==> config.mk <==
export PLATFORM = sky130hd
export DESIGN_NAME = udpc_counter
export DESIGN_NICKNAME = d
export VERILOG_FILES = /design/src/rtl/udpc_pkg.sv /design/src/rtl/udpc_counter.sv /design/src/rtl/udpc_step.sv
export SDC_FILE = /design/constraint.sdc
export NUM_CORES = 1
export LEC_CHECK = 0
export BUFFER_PORTS_ARGS = -buffer_cell sky130_fd_sc_hd__buf_2
export CAP_MARGIN = 20
export CORE_UTILIZATION = 40
export CTS_BUF_LIST = sky130_fd_sc_hd__clkbuf_16
export DETAILED_ROUTE_END_ITERATION = 7
export GPL_TIMING_DRIVEN = 0
export PLACE_DENSITY = 0.62
export SETUP_SLACK_MARGIN = 0.2
export SLEW_MARGIN = 40
export SYNTH_ARGS = -nofsm -noshare
export SYNTH_HDL_FRONTEND = slang
export SYNTH_SLANG_ARGS = --single-unit
==> constraint.sdc <==
create_clock -name aclk -period 3.25 [get_ports aclk]
set_input_delay 0.1625 -clock aclk [delete_from_list [all_inputs] [get_ports aclk]]
set_output_delay 0.1625 -clock aclk [all_outputs]
set_load 0.02 [all_outputs]
==> src/rtl/udpc_pkg.sv <==
package udpc_pkg;

  // ***************************************************
  // counter geometry
  // ***************************************************
  localparam int unsigned UDPC_CNT_W   = 4;      // state width
  localparam logic [3:0]  UDPC_MAX_DEC = 4'h9;   // decade top
  localparam logic [3:0]  UDPC_MAX_BIN = 4'hF;   // binary top
  localparam logic [3:0]  UDPC_ZERO    = 4'h0;   // bottom
  localparam logic [3:0]  UDPC_ONE     = 4'h1;   // step size
  localparam logic [3:0]  UDPC_CNT_RST = 4'h0;   // state at reset

  // ***************************************************
  // register map
  // ***************************************************
  localparam int unsigned UDPC_ADDR_W   = 8;     // byte address bits
  localparam logic [7:0]  UDPC_CTRL_OFS = 8'h00; // control
  localparam logic [7:0]  UDPC_STAT_OFS = 8'h04; // live status
  localparam logic [7:0]  UDPC_WRAP_OFS = 8'h08; // wrap events
  localparam int unsigned UDPC_RUN_BIT  = 0;     // run gate in control
  localparam logic        UDPC_RUN_RST  = 1'b1;  // counting allowed
  localparam int unsigned UDPC_WRAP_W   = 16;    // wrap counter width
  localparam logic [15:0] UDPC_WRAP_RST = 16'h0000;
  localparam logic [15:0] UDPC_WRAP_ONE = 16'h0001;
  localparam logic [15:0] UDPC_STAT_PAD = 16'h0000;
  localparam logic [23:0] UDPC_STAT_HI  = 24'h000000;
  localparam logic [30:0] UDPC_CTRL_HI  = 31'h00000000;
  localparam logic [31:0] UDPC_DATA_ZERO = 32'h00000000;
  localparam logic [1:0]  UDPC_OKAY     = 2'h0;  // axi okay
  localparam logic [1:0]  UDPC_SLVERR   = 2'h2;  // axi slave error

  // ***************************************************
  // carriers and states
  // ***************************************************
  typedef struct packed {
    logic       preset_act;  // preset load held low
    logic       dir_down;    // counting direction
    logic       ripple_n;    // ripple output level
    logic       terminal;    // terminal flag level
    logic [3:0] count;       // present state
  } udpc_stat_t;

  typedef enum {rd_idle, rd_data}  udpc_rd_state_t;
  typedef enum {wr_collect, wr_resp} udpc_wr_state_t;

endpackage : udpc_pkg

==> src/rtl/udpc_counter.sv <==
// Our own choices: the AXI4-Lite interface to the registers and the address map.
`timescale 1ns/10ps
module udpc_counter #(
  parameter bit DECADE = 1'b1   // 1 decade sequence, 0 binary
) (
  input  wire logic        aclk,            // 10 MHz system clock
  input  wire logic        aresetn,         // sync reset, low active
  input  wire logic        count_clk,       // counter clock pin
  input  wire logic        count_en_n,      // count enable, low active
  input  wire logic        dir_down,        // low up, high down
  input  wire logic        preset_load_n,   // preset load, low active
  input  wire logic [3:0]  preset_data,     // parallel data
  input  wire logic [7:0]  awaddr,          // axi write address
  input  wire logic        awvalid,
  output logic             awready,
  input  wire logic [31:0] wdata,
  input  wire logic [3:0]  wstrb,
  input  wire logic        wvalid,
  output logic             wready,
  output logic      [1:0]  bresp,
  output logic             bvalid,
  input  wire logic        bready,
  input  wire logic [7:0]  araddr,          // axi read address
  input  wire logic        arvalid,
  output logic             arready,
  output logic      [31:0] rdata,
  output logic      [1:0]  rresp,
  output logic             rvalid,
  input  wire logic        rready,
  output logic      [3:0]  count_out,       // counter state
  output logic             terminal_flag,   // terminal count
  output logic             ripple_pulse_n   // ripple clock, low active
);

  localparam logic [3:0] TOP = DECADE ? udpc_pkg::UDPC_MAX_DEC
                                      : udpc_pkg::UDPC_MAX_BIN;

  // ***************************************************
  // counter core
  // ***************************************************
  logic [3:0]  cnt_reg,   cnt_next;    // four-bit state
  logic        term_reg,  term_next;   // registered terminal decode
  logic        rip_reg,   rip_next;    // registered ripple level
  logic        clk_q_reg, clk_q_next;  // last sample of counter clock
  logic        run_reg,   run_next;    // software run gate
  logic [15:0] wrap_reg,  wrap_next;   // carry/borrow events
  logic [3:0]  step_val;               // value one step on
  logic        term_now;               // decode of present state
  logic        rise;                   // counter clock rising
  logic        step_en;                // an enabled count edge
  logic        wrap_clr;               // software clears wraps

  // step and decode of the live state
  udpc_step #(.DECADE(DECADE)) u_step (
    .cur  (cnt_reg),
    .down (dir_down),
    .nxt  (step_val),
    .term (term_now)
  );

  // decode of the value the state is about to take
  udpc_step #(.DECADE(DECADE)) u_dec (
    .cur  (cnt_next),
    .down (dir_down),
    .nxt  (),
    .term (term_next)
  );

  // edge of the pin clock, seen one aclk late
  assign rise    = count_clk & ~clk_q_reg;
  assign step_en = preset_load_n & rise & ~count_en_n & run_reg;

  // next counter state
  always_comb begin
    clk_q_next = count_clk;
    cnt_next   = cnt_reg;
    if (!preset_load_n) begin
      // preset wins over clock, enable and direction
      cnt_next = preset_data;
    end else if (step_en) begin
      cnt_next = step_val;
    end
    // a step taken from the terminal state is a carry/borrow;
    // it beats a clear in the same cycle
    if (step_en && term_now) begin
      wrap_next = 16'(wrap_reg + udpc_pkg::UDPC_WRAP_ONE);
    end else if (wrap_clr) begin
      wrap_next = udpc_pkg::UDPC_WRAP_RST;
    end else begin
      wrap_next = wrap_reg;
    end
  end

  // ripple low only while enabled, terminal, clock low; the flag
  // is registered so it cannot spike, yet must not clock logic
  assign rip_next = ~(~count_en_n & term_next & ~count_clk);

  // counter registers
  always_ff @(posedge aclk) begin
    if (!aresetn) begin
      cnt_reg   <= udpc_pkg::UDPC_CNT_RST;
      term_reg  <= 1'b0;
      rip_reg   <= 1'b1;
      clk_q_reg <= 1'b1;                            // pin rests high
      wrap_reg  <= udpc_pkg::UDPC_WRAP_RST;
    end else begin
      cnt_reg   <= cnt_next;
      term_reg  <= term_next;
      rip_reg   <= rip_next;
      clk_q_reg <= clk_q_next;
      wrap_reg  <= wrap_next;
    end
  end

  assign count_out      = cnt_reg;
  assign terminal_flag  = term_reg;
  assign ripple_pulse_n = rip_reg;

  // ***************************************************
  // axi4-lite write side
  // ***************************************************
  udpc_pkg::udpc_wr_state_t wst_reg, wst_next;  // collect or answer
  logic       aw_hold_reg, aw_hold_next;        // address held
  logic       w_hold_reg,  w_hold_next;         // data held
  logic [7:0] waddr_reg,   waddr_next;          // held address
  logic [31:0] wdat_reg,   wdat_next;           // held data
  logic [3:0] wstb_reg,    wstb_next;           // held strobes
  logic       awr_reg,     awr_next;            // awready
  logic       wr_reg,      wr_next;             // wready
  logic       bv_reg,      bv_next;             // bvalid
  logic [1:0] br_reg,      br_next;             // bresp
  logic       aw_have, w_have;                  // either held or taken
  logic [7:0] wa;                               // address in use
  logic [31:0] wd;                              // data in use
  logic [3:0] ws;                               // strobes in use
  logic       do_write;                         // both halves present

  // address and data may arrive in either order
  always_comb begin
    aw_have  = aw_hold_reg | (awvalid & awr_reg);
    w_have   = w_hold_reg  | (wvalid  & wr_reg);
    wa       = aw_hold_reg ? waddr_reg : awaddr;
    wd       = w_hold_reg  ? wdat_reg  : wdata;
    ws       = w_hold_reg  ? wstb_reg  : wstrb;
    do_write = (wst_reg == udpc_pkg::wr_collect) & aw_have & w_have;
    waddr_next   = (awvalid & awr_reg) ? awaddr : waddr_reg;
    wdat_next    = (wvalid & wr_reg)   ? wdata  : wdat_reg;
    wstb_next    = (wvalid & wr_reg)   ? wstrb  : wstb_reg;
    aw_hold_next = aw_have & ~do_write;
    w_hold_next  = w_have  & ~do_write;
    run_next     = run_reg;
    wrap_clr     = 1'b0;
    br_next      = br_reg;
    wst_next     = wst_reg;
    bv_next      = bv_reg;
    case (wst_reg)
      udpc_pkg::wr_collect: begin
        if (do_write) begin
          wst_next = udpc_pkg::wr_resp;
          bv_next  = 1'b1;
          br_next  = udpc_pkg::UDPC_OKAY;
          if (wa == udpc_pkg::UDPC_CTRL_OFS) begin
            // run gate lives in byte lane 0
            if (ws[0]) begin
              run_next = wd[udpc_pkg::UDPC_RUN_BIT];
            end
          end else if (wa == udpc_pkg::UDPC_WRAP_OFS) begin
            wrap_clr = 1'b1;                        // any write clears unless a carry/borrow is counted in the same cycle
          end else if (wa != udpc_pkg::UDPC_STAT_OFS) begin
            br_next = udpc_pkg::UDPC_SLVERR;        // unmapped
          end
        end
      end
      udpc_pkg::wr_resp: begin
        if (bready) begin
          wst_next = udpc_pkg::wr_collect;
          bv_next  = 1'b0;
        end
      end
      default: begin
        wst_next = udpc_pkg::wr_collect;
        bv_next  = 1'b0;
      end
    endcase
    // each ready drops while its half is held or an answer is out
    awr_next = ~aw_hold_next & (wst_next == udpc_pkg::wr_collect);
    wr_next  = ~w_hold_next  & (wst_next == udpc_pkg::wr_collect);
  end

  // write side registers
  always_ff @(posedge aclk) begin
    if (!aresetn) begin
      wst_reg     <= udpc_pkg::wr_collect;
      aw_hold_reg <= 1'b0;
      w_hold_reg  <= 1'b0;
      waddr_reg   <= 8'h00;
      wdat_reg    <= udpc_pkg::UDPC_DATA_ZERO;
      wstb_reg    <= 4'h0;
      awr_reg     <= 1'b0;
      wr_reg      <= 1'b0;
      bv_reg      <= 1'b0;
      br_reg      <= udpc_pkg::UDPC_OKAY;
      run_reg     <= udpc_pkg::UDPC_RUN_RST;
    end else begin
      wst_reg     <= wst_next;
      aw_hold_reg <= aw_hold_next;
      w_hold_reg  <= w_hold_next;
      waddr_reg   <= waddr_next;
      wdat_reg    <= wdat_next;
      wstb_reg    <= wstb_next;
      awr_reg     <= awr_next;
      wr_reg      <= wr_next;
      bv_reg      <= bv_next;
      br_reg      <= br_next;
      run_reg     <= run_next;
    end
  end

  assign awready = awr_reg;
  assign wready  = wr_reg;
  assign bvalid  = bv_reg;
  assign bresp   = br_reg;

  // ***************************************************
  // axi4-lite read side
  // ***************************************************
  udpc_pkg::udpc_rd_state_t rst_reg, rst_next;  // idle or answering
  logic        arr_reg, arr_next;               // arready
  logic        rv_reg,  rv_next;                // rvalid
  logic [31:0] rd_reg,  rd_next;                // rdata
  logic [1:0]  rr_reg,  rr_next;                // rresp
  udpc_pkg::udpc_stat_t stat;                   // live status word

  // status is sampled at the address handshake
  always_comb begin
    stat.preset_act = ~preset_load_n;
    stat.dir_down   = dir_down;
    stat.ripple_n   = rip_reg;
    stat.terminal   = term_reg;
    stat.count      = cnt_reg;
    rst_next = rst_reg;
    rv_next  = rv_reg;
    rd_next  = rd_reg;
    rr_next  = rr_reg;
    case (rst_reg)
      udpc_pkg::rd_idle: begin
        if (arvalid && arr_reg) begin
          rst_next = udpc_pkg::rd_data;
          rv_next  = 1'b1;
          rr_next  = udpc_pkg::UDPC_OKAY;
          if (araddr == udpc_pkg::UDPC_CTRL_OFS) begin
            rd_next = {udpc_pkg::UDPC_CTRL_HI, run_reg};
          end else if (araddr == udpc_pkg::UDPC_STAT_OFS) begin
            rd_next = {udpc_pkg::UDPC_STAT_HI, stat};
          end else if (araddr == udpc_pkg::UDPC_WRAP_OFS) begin
            rd_next = {udpc_pkg::UDPC_STAT_PAD, wrap_reg};
          end else begin
            rd_next = udpc_pkg::UDPC_DATA_ZERO;
            rr_next = udpc_pkg::UDPC_SLVERR;
          end
        end
      end
      udpc_pkg::rd_data: begin
        if (rready) begin
          rst_next = udpc_pkg::rd_idle;
          rv_next  = 1'b0;
        end
      end
      default: begin
        rst_next = udpc_pkg::rd_idle;
        rv_next  = 1'b0;
      end
    endcase
    arr_next = (rst_next == udpc_pkg::rd_idle);
  end

  // read side registers
  always_ff @(posedge aclk) begin
    if (!aresetn) begin
      rst_reg <= udpc_pkg::rd_idle;
      arr_reg <= 1'b0;
      rv_reg  <= 1'b0;
      rd_reg  <= udpc_pkg::UDPC_DATA_ZERO;
      rr_reg  <= udpc_pkg::UDPC_OKAY;
    end else begin
      rst_reg <= rst_next;
      arr_reg <= arr_next;
      rv_reg  <= rv_next;
      rd_reg  <= rd_next;
      rr_reg  <= rr_next;
    end
  end

  assign arready = arr_reg;
  assign rvalid  = rv_reg;
  assign rdata   = rd_reg;
  assign rresp   = rr_reg;
endmodule : udpc_counter

==> src/rtl/udpc_step.sv <==
`timescale 1ns/10ps
// ***************************************************
// next count value and terminal decode of one state
// ***************************************************
module udpc_step #(
  parameter bit DECADE = 1'b1   // 1 decade, 0 binary
) (
  input  wire logic [3:0] cur,   // state to examine
  input  wire logic       down,  // direction, high counts down
  output logic      [3:0] nxt,   // state after one step
  output logic            term   // terminal decode of cur
);

  localparam logic [3:0] TOP = DECADE ? udpc_pkg::UDPC_MAX_DEC
                                      : udpc_pkg::UDPC_MAX_BIN;

  // step with wrap at both ends
  always_comb begin
    if (down) begin
      if (cur == udpc_pkg::UDPC_ZERO) begin
        nxt = TOP;
      end else begin
        nxt = cur - udpc_pkg::UDPC_ONE;
      end
    end else begin
      // values above the top after a preset also fold to zero
      if (cur >= TOP) begin
        nxt = udpc_pkg::UDPC_ZERO;
      end else begin
        nxt = cur + udpc_pkg::UDPC_ONE;
      end
    end
  end

  // pure state and direction decode, no enable term
  always_comb begin
    term = down ? (cur == udpc_pkg::UDPC_ZERO)
                : (cur == TOP);
  end

endmodule : udpc_step

Word-level counts from Yosys, hierarchy flattened
Index checks and enable logic that the tools add are counted.
Widths: inputs -> output; s select.
{ "totals": {"regBits": 141, "in_bits": 67, "wordCells": 115, "output_inout_bits": 47} }
{ "op_classes": {"mux": 37, "order_cmp": 1, "bitwise_logic": 24, "add_sub_neg": 3, "eq_ne": 12, "reduce_logical": 17} }
{ "op_table": {"columns": ["operator", "count"], "rows": [
  ["$logic_not 32->1", 5],
  ["$mux 32", 4],
  ["$pmux 32 s2", 2],
  ["$mux 16", 5],
  ["$eq 32x1->1 const B", 2],
  ["$mux 4", 5],
  ["$add 16x1->16 const B", 1],
  ["$eq 8x4->1 const B", 2],
  ["$logic_not 8->1", 2],
  ["$and 1x1->1", 14],
  ["$mux 1", 12],
  ["$mux 2", 6],
  ["$eq 4x4->1 const B", 2],
  ["$eq 8x3->1 const B", 1],
  ["$logic_not 4->1", 2],
  ["$mux 8", 1],
  ["$ne 2x2->1 const B", 4],
  ["$ne 8x3->1 const B", 1],
  ["$not 1->1", 8],
  ["$reduce_and 2->1", 4],
  ["$add 4x1->4 const B", 1],
  ["$ge 4x4->1 const B", 1],
  ["$pmux 1 s2", 2],
  ["$reduce_and 4->1", 1],
  ["other kinds (4)", 6]
]} }

Logic depth before layout (Yosys ltp)
Gate-level depths: netlist (run 1).
{ "depth": {"word_depth": 12, "ltp_mapped": 8, "ltp_nobuf": 7} }

By module
From an unflattened synthesis (run 1), not the netlist that was laid out.
{ "hier_totals": {"hier_cells": 481, "hier_area_um2": 4723.3} }
{ "modules_own_cells": {"columns": ["mod", "seq_area_each_um2", "cells_per_inst", "area_each_um2", "n_inst"], "rows": [
  ["udpc_counter", 2462.4, 415, 4252.8, 1],
  ["udpc_step", 0.0, 33, 235.2, 2]
]} }

Least setup slack after synthesis (run 1)
No wires, ideal clock.
{ "synth_timing": {"path_type": "reg-to-reg", "start": "register cnt_reg[1], in the netlist count_out[1]", "end": "register rip_reg, in the netlist ripple_pulse_n", "slack_ps": 701, "required_ps": 3125, "stages_incl_launch_ff": 8, "synth_period_minus_slack_ps": 2549, "setup_ps": 125, "arrival_time_ps": 2424, "n_path_buf": 0, "cell_sequence": "dfxtp_1 > inv_1 > ha_1 > or3b_1 > a31oi_1 > a32oi_1 > or4_1 > a2111o_1"} }
{ "synth_between": {"elab_chain_len": 10, "elab_cells_between_ends": 15, "cone_classes": "add/sub (2); order compare (1); eq/ne (1); mux (6); bitwise (3); reduce/logical (2)"} }
{ "synth_rtl": {"columns": ["element", "line", "text"], "rows": [
  ["start, declared", "udpc_counter.sv:41", "logic [3:0] cnt_reg, cnt_next;"],
  ["start signal, assigned", "udpc_counter.sv:101", "cnt_reg <= udpc_pkg::UDPC_CNT_RST;"],
  ["start signal, assigned", "udpc_counter.sv:107", "cnt_reg <= cnt_next;"],
  ["$add 4x1->4, or another cell as far along", "udpc_step.sv:30", "nxt = cur + udpc_pkg::UDPC_ONE;"],
  ["$mux 4, on equally long branches", "udpc_step.sv:27, udpc_step.sv:20", null],
  ["$mux 4", "udpc_step.sv:19", "if (down) begin"],
  ["$mux 4 *", "udpc_counter.sv:80", "end else if (step_en) begin"],
  ["$mux 4 *", "udpc_counter.sv:77", "if (!preset_load_n) begin"],
  ["$eq 4x4->1 / $logic_not 4->1 (equally long branches)", "udpc_step.sv:38, udpc_step.sv:37", null],
  ["$mux 1 *", "udpc_step.sv:37", "term = down ? (cur == udpc_pkg::UDPC_ZERO)"],
  ["$and 1x1->1 * (2 in series)", "udpc_counter.sv:96", "assign rip_next = ~(~count_en_n & term_next & ~count_clk);"],
  ["$not 1->1 *", "udpc_counter.sv:96", null],
  ["end signal, assigned", "udpc_counter.sv:109", "rip_reg <= rip_next;"],
  ["end, declared", "udpc_counter.sv:43", "logic rip_reg, rip_next;"]
]} }
Every way passes the cells marked *; elsewhere a longest branch is shown, timed or not.
A chain may end at the register's enable or synchronous reset.

Final worst setup path (run 1)
Ends and elaborated chain as after synthesis.

==> results.cfg, run 1 <==
[synthesis]
syn_area_sq_um = 4631
synth_area_leaders = dfxtp_1, nand2_1, a21boi_0
synth_top_area_share_pct = 53.17
synth_cell_types = 61
synth-seq-area-share_pct = 53.17
synth_largest_area_cell = dfxtp_1
synthArstFlopShare_pct = 0
yosysMostFrequentCell = dfxtp_1
syn_avg_cell_area_sq_um = 9.980
ys.flop_type = dfxtp_1
synth-edff-count = 0
synth_common_cells = dfxtp_1, nand2_1, nand3_1
yosysWarnings = 0
ys_ff_latch = 123
syn_inst = 464

[setup_path]
critPathRequiredTime_ns = 3.53
worstPathMaxFanout = 7
crit_type = reg -> reg
worst_setup_path_start_kind = register
crit_arrival_ns = 2.93
endpoint_kind = register

[sta]
max_freq_mhz = 378.0
hold_ws_ns = 0.03084
tightestPinTransition_ns = 0.8055
fin_setup_tns_ns = 0
finalMaxSlewViolations = 0
period_needed_ns = 2.645
rsz0062_at_grt = no
finalSetupViolCount = 0
final.setup_skew_ns = 0.008500
final.period_utilization_pct = 81.39
setup_ws_ns = 0.6047
relSlewSlack_pct = 45.86
hold_viol_final = 0

[die]
io_pins = 114
die_h_microns = 109.6
fp.dieW_microns = 109.6
dieArea_sq_um = 12010
placementRows = 38
start_util_pct = 41.80
core-area_sq_um = 11080

[drt]
drtPass1Iterations = 5
drt_wl_total_microns = 10030
wire_per_inst_microns = 12.90
drcViolationCount = 0
routed_via_density = 4.977
drtAntennaViolNets = 0
num_vias = 3867
drtIter0Drc = 216

[pwr]
power.leakage_nw = 2.622
design_power_total_mw = 3.665
p_per_area_nw_per_um2 = 607.8
peakVddDrop_uv = 522.0

[placement]
port_buffers = 60
gp_congestion = 0.8659
dp_slack_ns = 0.6336
hpwl_microns = 7320

[final_layout]
fillers = 1025
layout.nets = 696
fin_util_pct = 54.43
drive_above_1_share_pct = 19.62
syn_to_final_growth_pct = 30.21
antenna_cells = 0

[global_route]
grt_pass1_vias = 3652
grt_max_degree = 17
grt_antenna_before_repair = 0
grtUsageTotal_pct = 18.42
grt_pass1_wl_microns = 16880
grt_overflow = 0

[cts]
cts_tree = yes
cts_resized = 0
clkTransAtPathRegs_ns = 0.06
clock_path_buffers = 2
h-tree-depth = 4
cts_buffers = 17
clock-sinks = 123
clock_latency_ns = 0.40
root_buffer = clkbuf_16
post_cts.repair.setup_buffers = 0

[outcome]
status = completed

[min_path]
hold_class = in -> reg

[job]
maxCapViolCount = 0
## worst max-delay path, cell delays in order (launching register included)
cell and delay [ns]:
dfxtp_1 0.45, inv_1 0.13, ha_1 0.24, or3b_1 0.38
a31oi_1 0.17, a32oi_1 0.16, or4_1 0.56, a2111o_1 0.44
## power breakdown
part	total, mW	leakage [nW]	internal (mW)	switching, mW
clock network	1.87	0.293	1.10	0.770
logic	0.206	1.31	0.0843	0.122
registers	1.59	1.02	1.56	0.0244
total	3.67	2.62	2.75	0.917
## worst paths after layout
check	cells after the start	slack [ns]	from	endpoint
min	3	0.03	awaddr[4]	waddr_reg[4]$_SDFFE_PN0P_
max	7	0.60	count_out[1]$_SDFF_PN0_	ripple_pulse_n$_SDFF_PN1_
max reg2reg	7	0.60	count_out[1]$_SDFF_PN0_	ripple_pulse_n$_SDFF_PN1_
min reg2reg	2	0.46	waddr_reg[1]$_SDFFE_PN0P_	waddr_reg[1]$_SDFFE_PN0P_
## final cells by class
class / instances / area, sq um / share of cell area [%]
sequential: 123 / 2462 / 40.84
multi-input combinational: 378 / 2238 / 37.12
clock buffer: 17 / 425.4 / 7.055
timing repair buffer: 62 / 320.3 / 5.312
buffer: 38 / 216.5 / 3.590
clock inverter: 15 / 176.4 / 2.926
tap: 140 / 175.2 / 2.905
inverter: 4 / 15.01 / 0.2490
## timing repair
action	CTS	global route
hold buffers	2	0
endpoints found under the hold margin	2	0
endpoints found under the setup margin	0	0
## metal layers
metal | GRT usage (%) | part of all wire [%] | vias up | wire [microns]
met5 | 0 | 0 | - | 0
met4 | 5.524 | 0.65 | 0 | 65
met3 | 7.232 | 7.3 | 8 | 732
met2 | 30.64 | 47 | 103 | 4742
met1 | 21.89 | 45 | 1808 | 4485
li1 | - | - | 1948 | -
## metrics by stage
step,cell area (sq um),instances
floorplan,4927,543
global placement,5403,743
detailed placement,5408,743
CTS,6030,777
global route,6030,777
finish,6030,777
## cells in the final DEF, fill, tap and decap left out, types with 7 or more instances in the layout
master,count
clkbuf_16,17
a21boi_0,20
buf_4,18
nand2_1,41
buf_2,65
a31oi_1,10
dfxtp_1,123
o21ai_0,19
nand2b_1,18
clkbuf_1,15
nor4_1,19
conb_1,80
nor2_1,15
a22oi_1,7
nand3_1,29
a21oi_1,8
o211a_1,10
## kinds of logic (layout without fill, tap and decap cells)
| kind of cell | after synthesis | after routing | synth area share, % |
|---|---|---|---|
| other | 1 | 80 | 0.08098 |
| AND/OR/NAND/NOR | 182 | 182 | 22.51 |
| flip-flops | 123 | 123 | 53.17 |
| buffers and inverters | 42 | 136 | 4.998 |
| multiplexers | 7 | 7 | 1.567 |
| AO/OA/AOI/OAI | 104 | 104 | 16.32 |
| adder cells (fa/ha/maj) | 5 | 5 | 1.351 |
Note: power is estimated with default switching activity, not from simulation.
==> run 2, diff against run 1 <==
Settings changed: ABC_AREA set to 1, PLACE_DENSITY 0.62 to 0.61.
Clock period 3.25 ns to 2.8 ns, I/O delays scaled along.
==> results.cfg, run 2 <==
[final_layout]
antenna_cells = 0
final_common_cell = dfxtp_1
fillers = 1164
final_area_sq_um = 6301
final_cell_mix = dfxtp_1, nand2_1, conb_1
layout.nets = 856
drive_above_1_share_pct = 17.44
syn_to_final_growth_pct = 28.90
fin_cells = 944

[pwr]
combPwrFrac_pct = 6.4
p_per_area_nw_per_um2 = 665.9
clock_power_share_pct = 49.6
sw_frac_of_total_pct = 23.15
p_seq_share_pct = 44.0
power.leakage_nw = 2.914
internal-power_mw = 3.225
design_power_total_mw = 4.196
switching_power_mw = 0.9713
peakVddDrop_uv = 573.3

[drt]
routed_via_density = 4.475
drtPass1Iterations = 4
drtAntennaViolNets = 0
wire_per_inst_microns = 10.83
num_vias = 4224
drtIter0Drc = 180
drcViolationCount = 0
drt_wl_total_microns = 10230

[die]
die_h_microns = 112.6
io_pins = 114
start_util_pct = 40.87
core-area_sq_um = 11960
fp.dieW_microns = 112.6
placementRows = 40
dieArea_sq_um = 12670

[placement]
dp_cells = 907
placed_area_sq_um = 5674
port_buffers = 61
gp_congestion = 0.8466
hpwl_microns = 7710

[global_route]
grt_antenna_before_repair = 0
grt_max_degree = 17
grt_overflow = 0
grt_pass1_wl_microns = 17380
grt_pass1_vias = 3920
grtUsageTotal_pct = 17.63

[cts]
cts_buffers = 17
clock-sinks = 123
clock_latency_ns = 0.41
clkTransAtPathRegs_ns = 0.06
root_buffer = clkbuf_16
cts_tree = yes
clock_path_buffers = 2
h-tree-depth = 4

[setup_path]
reg2reg_depth = 12
r2r_slack_ns = 0.98
reg2reg_to = ripple_pulse_n$_SDFF_PN1_
path_buf_inv = 2
worstPathMaxFanout = 6
endpoint_kind = register
crit_arrival_ns = 2.10
path_common_cell = nand2_1
path_depth = 12
reg2reg_from = count_out[0]$_SDFF_PN0_
crit_type = reg -> reg
crit_family = simple AND/OR/NAND/NOR gates
cpPeakStageDelay_ns = 0.43
crit_chain = inv_1 -> ha_1 -> nand2_1 -> nand2_2 -> inv_1 -> nand3_1 -> nand2_1 -> nand2_1 -> nand2_1 -> nand3_1 -> nand2_1 -> nand3_1
critPathRequiredTime_ns = 3.09
worst_setup_path_start_kind = register
slowest_stage = dfxtp_1

[min_path]
hold_class = in -> reg
min_to = waddr_reg[4]$_SDFFE_PN0P_
hp-start = awaddr[4]
min_delay_path_depth = 3

[sta]
fin_setup_tns_ns = 0
hold_viol_final = 0
final.period_utilization_pct = 64.88
max_freq_mhz = 550.4
period_needed_ns = 1.817
hold_ws_ns = 0.02824
relSlewSlack_pct = 55.83
finalSetupViolCount = 0
tightestPinTransition_ns = 0.6626
rsz0062_at_grt = no
final.setup_skew_ns = 0.01161
finalMaxSlewViolations = 0

[synthesis]
synth-edff-count = 0
synth-seq-area-share_pct = 50.37
synthArstFlopShare_pct = 0
yosysMostFrequentCell = dfxtp_1
synth_common_cells = dfxtp_1, nand2_1, nor2_1
ys_ff_latch = 123
syn_area_sq_um = 4888
synth_area_leaders = dfxtp_1, nand2_1, nand3_1
syn_avg_cell_area_sq_um = 7.885
synth_cell_types = 36
synth_largest_area_cell = dfxtp_1
ys.flop_type = dfxtp_1
yosysWarnings = 0
synth_top_area_share_pct = 50.37
syn_inst = 620

[job]
maxCapViolCount = 0

[outcome]
status = completed
run 2: changes by cell type in the layout (fill, tap and decap cells not counted), moves of 20 or more:
cell,change
nand2_1,+67
nor2_1,+61
inv_1,+56
a21oi_1,+43
nand3_1,+41
a21boi_0,-20
run 2: cell type report:
type                       instances  area, sq um  area share, %
clock inverter                    15        151.4          2.403
tap                              147        183.9          2.919
sequential                       123         2462          39.08
multi-input combinational        481         2262          35.90
inverter                          61        229.0          3.634
buffer                            34        231.5          3.674
clock buffer                      17        425.4          6.751
timing repair buffer              66        355.3          5.639
run 2: power groups by stage:
stage	combinational (mW)	sequential, mW	clock, mW
2_1_floorplan	0.179	1.89	0
3_3_place_gp	0.256	1.88	0
3_5_place_dp	0.260	1.88	0
4_1_cts	0.266	1.85	2.13
5_1_grt	0.305	1.85	2.21
6_report	0.266	1.85	2.08
run 2: kinds of logic (layout without fill, tap and decap cells):
group	Yosys count	count (layout)	synth area share [%]
AND/OR/NAND/NOR	301	301	28.62
buffers and inverters	95	193	9.419
XOR/XNOR	4	4	0.7168
adder cells (fa/ha/maj)	5	5	1.280
other	1	80	0.07671
AO/OA/AOI/OAI	91	91	9.521
flip-flops	123	123	50.37
run 2: stage by stage:
stage	setup slack [ns]	utilization, %
floorplan	1.130	-
global placement	1.019	47.44
detailed placement	0.9974	47.44
CTS	0.9824	52.68
global route	0.7869	52.68
finish	0.9833	52.68
run 2: repair_timing:
item	4_1_cts	5_1_grt
buffers inserted	0	0
hold buffers	5	0
endpoints found under the hold margin	5	0
gates resized for setup	0	0
run 2: routing by layer:
| layer | wire length, microns | track usage [%] |
|---|---|---|
| met5 | 0 | 0 |
| met3 | 503 | 5.238 |
| met1 | 4746 | 20.57 |
| met4 | 129 | 7.200 |
| met2 | 4845 | 30.21 |
run 2: how the worst max path moves through the flow:
| stage | startpoint | end | slack [ns] |
|---|---|---|---|
| after detailed placement | count_out[0]$_SDFF_PN0_ | ripple_pulse_n$_SDFF_PN1_ | 1.0 |
| after floorplan | count_out[0]$_SDFF_PN0_ | ripple_pulse_n$_SDFF_PN1_ | 1.13 |
| final | count_out[0]$_SDFF_PN0_ | ripple_pulse_n$_SDFF_PN1_ | 0.98 |
| after global routing | count_out[0]$_SDFF_PN0_ | ripple_pulse_n$_SDFF_PN1_ | 0.79 |
| after global placement | count_out[0]$_SDFF_PN0_ | ripple_pulse_n$_SDFF_PN1_ | 1.02 |
| after CTS | count_out[0]$_SDFF_PN0_ | ripple_pulse_n$_SDFF_PN1_ | 0.98 |
run 2: worst reg2reg max path, stage by stage, from the launching register on:
cell and delay [ns]:
dfxtp_1 0.43, inv_1 0.17, ha_1 0.26, nand2_1 0.10, nand2_2 0.09, inv_1 0.08
nand3_1 0.07, nand2_1 0.07, nand2_1 0.05, nand2_1 0.10, nand3_1 0.11, nand2_1 0.08
nand3_1 0.08
==> run 3, diff against run 2 <==
Settings changed: ABC_AREA 1 to 0, PLACE_DENSITY 0.61 to 0.64.
Clock period 2.8 ns to 1.6 ns, I/O delays scaled along.
==> results.cfg, run 3 (same netlist as run 1, synthesis figures left out) <==
[cts]
cts_tree = yes
clock_latency_ns = 0.41
cts_buffers = 17
clkTransAtPathRegs_ns = 0.05
root_buffer = clkbuf_16
clock-sinks = 123
h-tree-depth = 4
clock_path_buffers = 2

[setup_path]
crit_type = reg -> reg
slowest_stage = or4_4
r2r_slack_ns = -0.64
critPathRequiredTime_ns = 1.89
worst_setup_path_start_kind = register
reg2reg_from = count_out[1]$_SDFF_PN0_
reg2reg_to = ripple_pulse_n$_SDFF_PN1_
endpoint_kind = register
crit_arrival_ns = 2.53
worstPathMaxFanout = 4
crit_chain = inv_6 -> ha_4 -> or3b_4 -> a31oi_4 -> a32oi_2 -> or4_4 -> a2111o_1
reg2reg_depth = 7
cpPeakStageDelay_ns = 0.45

[sta]
hold_viol_final = 0
relSlewSlack_pct = 46.47
fin_setup_tns_ns = -11.57
final.period_utilization_pct = 139.9
hold_ws_ns = 0.02692
setup_ws_ns = -0.6386
finalMaxSlewViolations = 0
tightestPinTransition_ns = 0.7827
finalSetupViolCount = 44
rsz0062_at_grt = yes
max_freq_mhz = 446.7
final.setup_skew_ns = 0.008046
period_needed_ns = 2.239

[final_layout]
final_common_cell = dfxtp_1
final_area_sq_um = 7213
layout.nets = 748
syn_to_final_growth_pct = 55.77
antenna_cells = 0
drive_above_1_share_pct = 36.57
final_cell_mix = dfxtp_1, conb_1, buf_2

[global_route]
grt_max_degree = 17
grtUsageTotal_pct = 19.72
grt_overflow = 0
grt_pass1_wl_microns = 17780
grt_antenna_before_repair = 0
grt_pass1_vias = 3853

[min_path]
hold_class = in -> reg
min_to = wdat_reg[0]$_SDFFE_PN0P_
hp-start = wvalid
min_delay_path_depth = 4

[placement]
hpwl_microns = 7517
port_buffers = 60
dp_slack_ns = -0.7423
gp_congestion = 0.8132
placed_area_sq_um = 5577

[drt]
drtIter0Drc = 229
drcViolationCount = 0
wl_met3_microns = 694
highest_layer = met4
drtAntennaViolNets = 0
num_vias = 4200
drtPass1Iterations = 4
dr_wl_met2_microns = 6399
wl_met1_microns = 4762
wire_per_inst_microns = 14.58
routed_via_density = 5.066
drt_wl_total_microns = 12090

[die]
die_h_microns = 109.6
start_util_pct = 41.80
dieArea_sq_um = 12010
io_pins = 114
core-area_sq_um = 11080
fp.dieW_microns = 109.6
placementRows = 38

[outcome]
status = finished, violations left
violations = negative setup slack

[job]
maxCapViolCount = 0

[pwr]
p_per_area_nw_per_um2 = 1017
peakVddDrop_uv = 805.2
power.leakage_nw = 3.090
## run 3: changes by cell type in the layout (fill, tap and decap cells not counted), sizes merged, moves of 11 or more
| cell | previous run | this run |
|---|---|---|
| a21boi | 1 | 21 |
| a21oi | 51 | 8 |
| buf | 88 | 117 |
| clkbuf | 24 | 35 |
| dlygate4sd3 | 5 | 18 |
| inv | 64 | 8 |
| nand2 | 111 | 41 |
| nand2b | 1 | 18 |
| nand3 | 73 | 29 |
| nor2 | 82 | 15 |
| nor4 | 0 | 21 |
| o21ai | 36 | 19 |
## run 3: report_power, final
group | switching [mW] | internal, mW | total [mW]
Sequential | 0.0715 | 3.18 | 3.26
Combinational | 0.313 | 0.264 | 0.577
Clock | 1.31 | 2.19 | 3.50
Total | 1.69 | 5.64 | 7.34
## run 3: timing repair
item	in CTS	in global routing
gates cloned	3	2
gates resized for setup	72	65
pin swaps	30	25
setup endpoints to repair	50	50
hold buffers	18	0
setup buffers	20	11
endpoints found under the hold margin	15	0
## run 3: per-layer routing
metal | global-route usage (%) | up-vias
met5 | 0 | -
met4 | 7.905 | 0
met3 | 5.987 | 22
met2 | 35.80 | 124
met1 | 21.26 | 2011
li1 | - | 2043
## run 3: critical path: cells and delay by family, from the launching register on
family / cells / cell delay [ns]
compound gates: 3 / 0.67
fa+ha+maj: 1 / 0.15
simple gates: 2 / 0.86
buf+inv: 1 / 0.05
flops: 1 / 0.37
## run 3: cell type report
class                           instances  area (sq um)
Buffer                                 38         315.3
Clock inverter                         14         105.1
Clock buffer                           18         450.4
Timing Repair Buffer                  114         848.3
Tap cell                              140         175.2
Sequential cell                       123          2489
Multi-Input combinational cell        378          2805
Fill cell                             881          3865
Inverter                                4         25.02
## run 3: metrics by stage
step | power [mW] | std cells | utilization (%)
6_report | 7.336 | 829 | 65.11
3_3_place_gp | 3.719 | 743 | 50.34
5_1_grt | 7.600 | 829 | 65.11
2_1_floorplan | 3.592 | 543 | -
3_5_place_dp | 3.735 | 743 | 50.34
4_1_cts | 7.320 | 816 | 61.70
## run 3: worst max path at each step
| stage | startpoint | end | slack (ns) |
|---|---|---|---|
| global route | count_out[1]$_SDFF_PN0_ | ripple_pulse_n$_SDFF_PN1_ | -0.71 |
| global placement | count_out[0]$_SDFF_PN0_ | ripple_pulse_n$_SDFF_PN1_ | -0.75 |
| CTS | count_out[1]$_SDFF_PN0_ | ripple_pulse_n$_SDFF_PN1_ | -0.65 |
| finish | count_out[1]$_SDFF_PN0_ | ripple_pulse_n$_SDFF_PN1_ | -0.64 |
| floorplan | count_out[1]$_SDFF_PN0_ | ripple_pulse_n$_SDFF_PN1_ | -0.58 |
| detailed placement | count_out[0]$_SDFF_PN0_ | ripple_pulse_n$_SDFF_PN1_ | -0.74 |
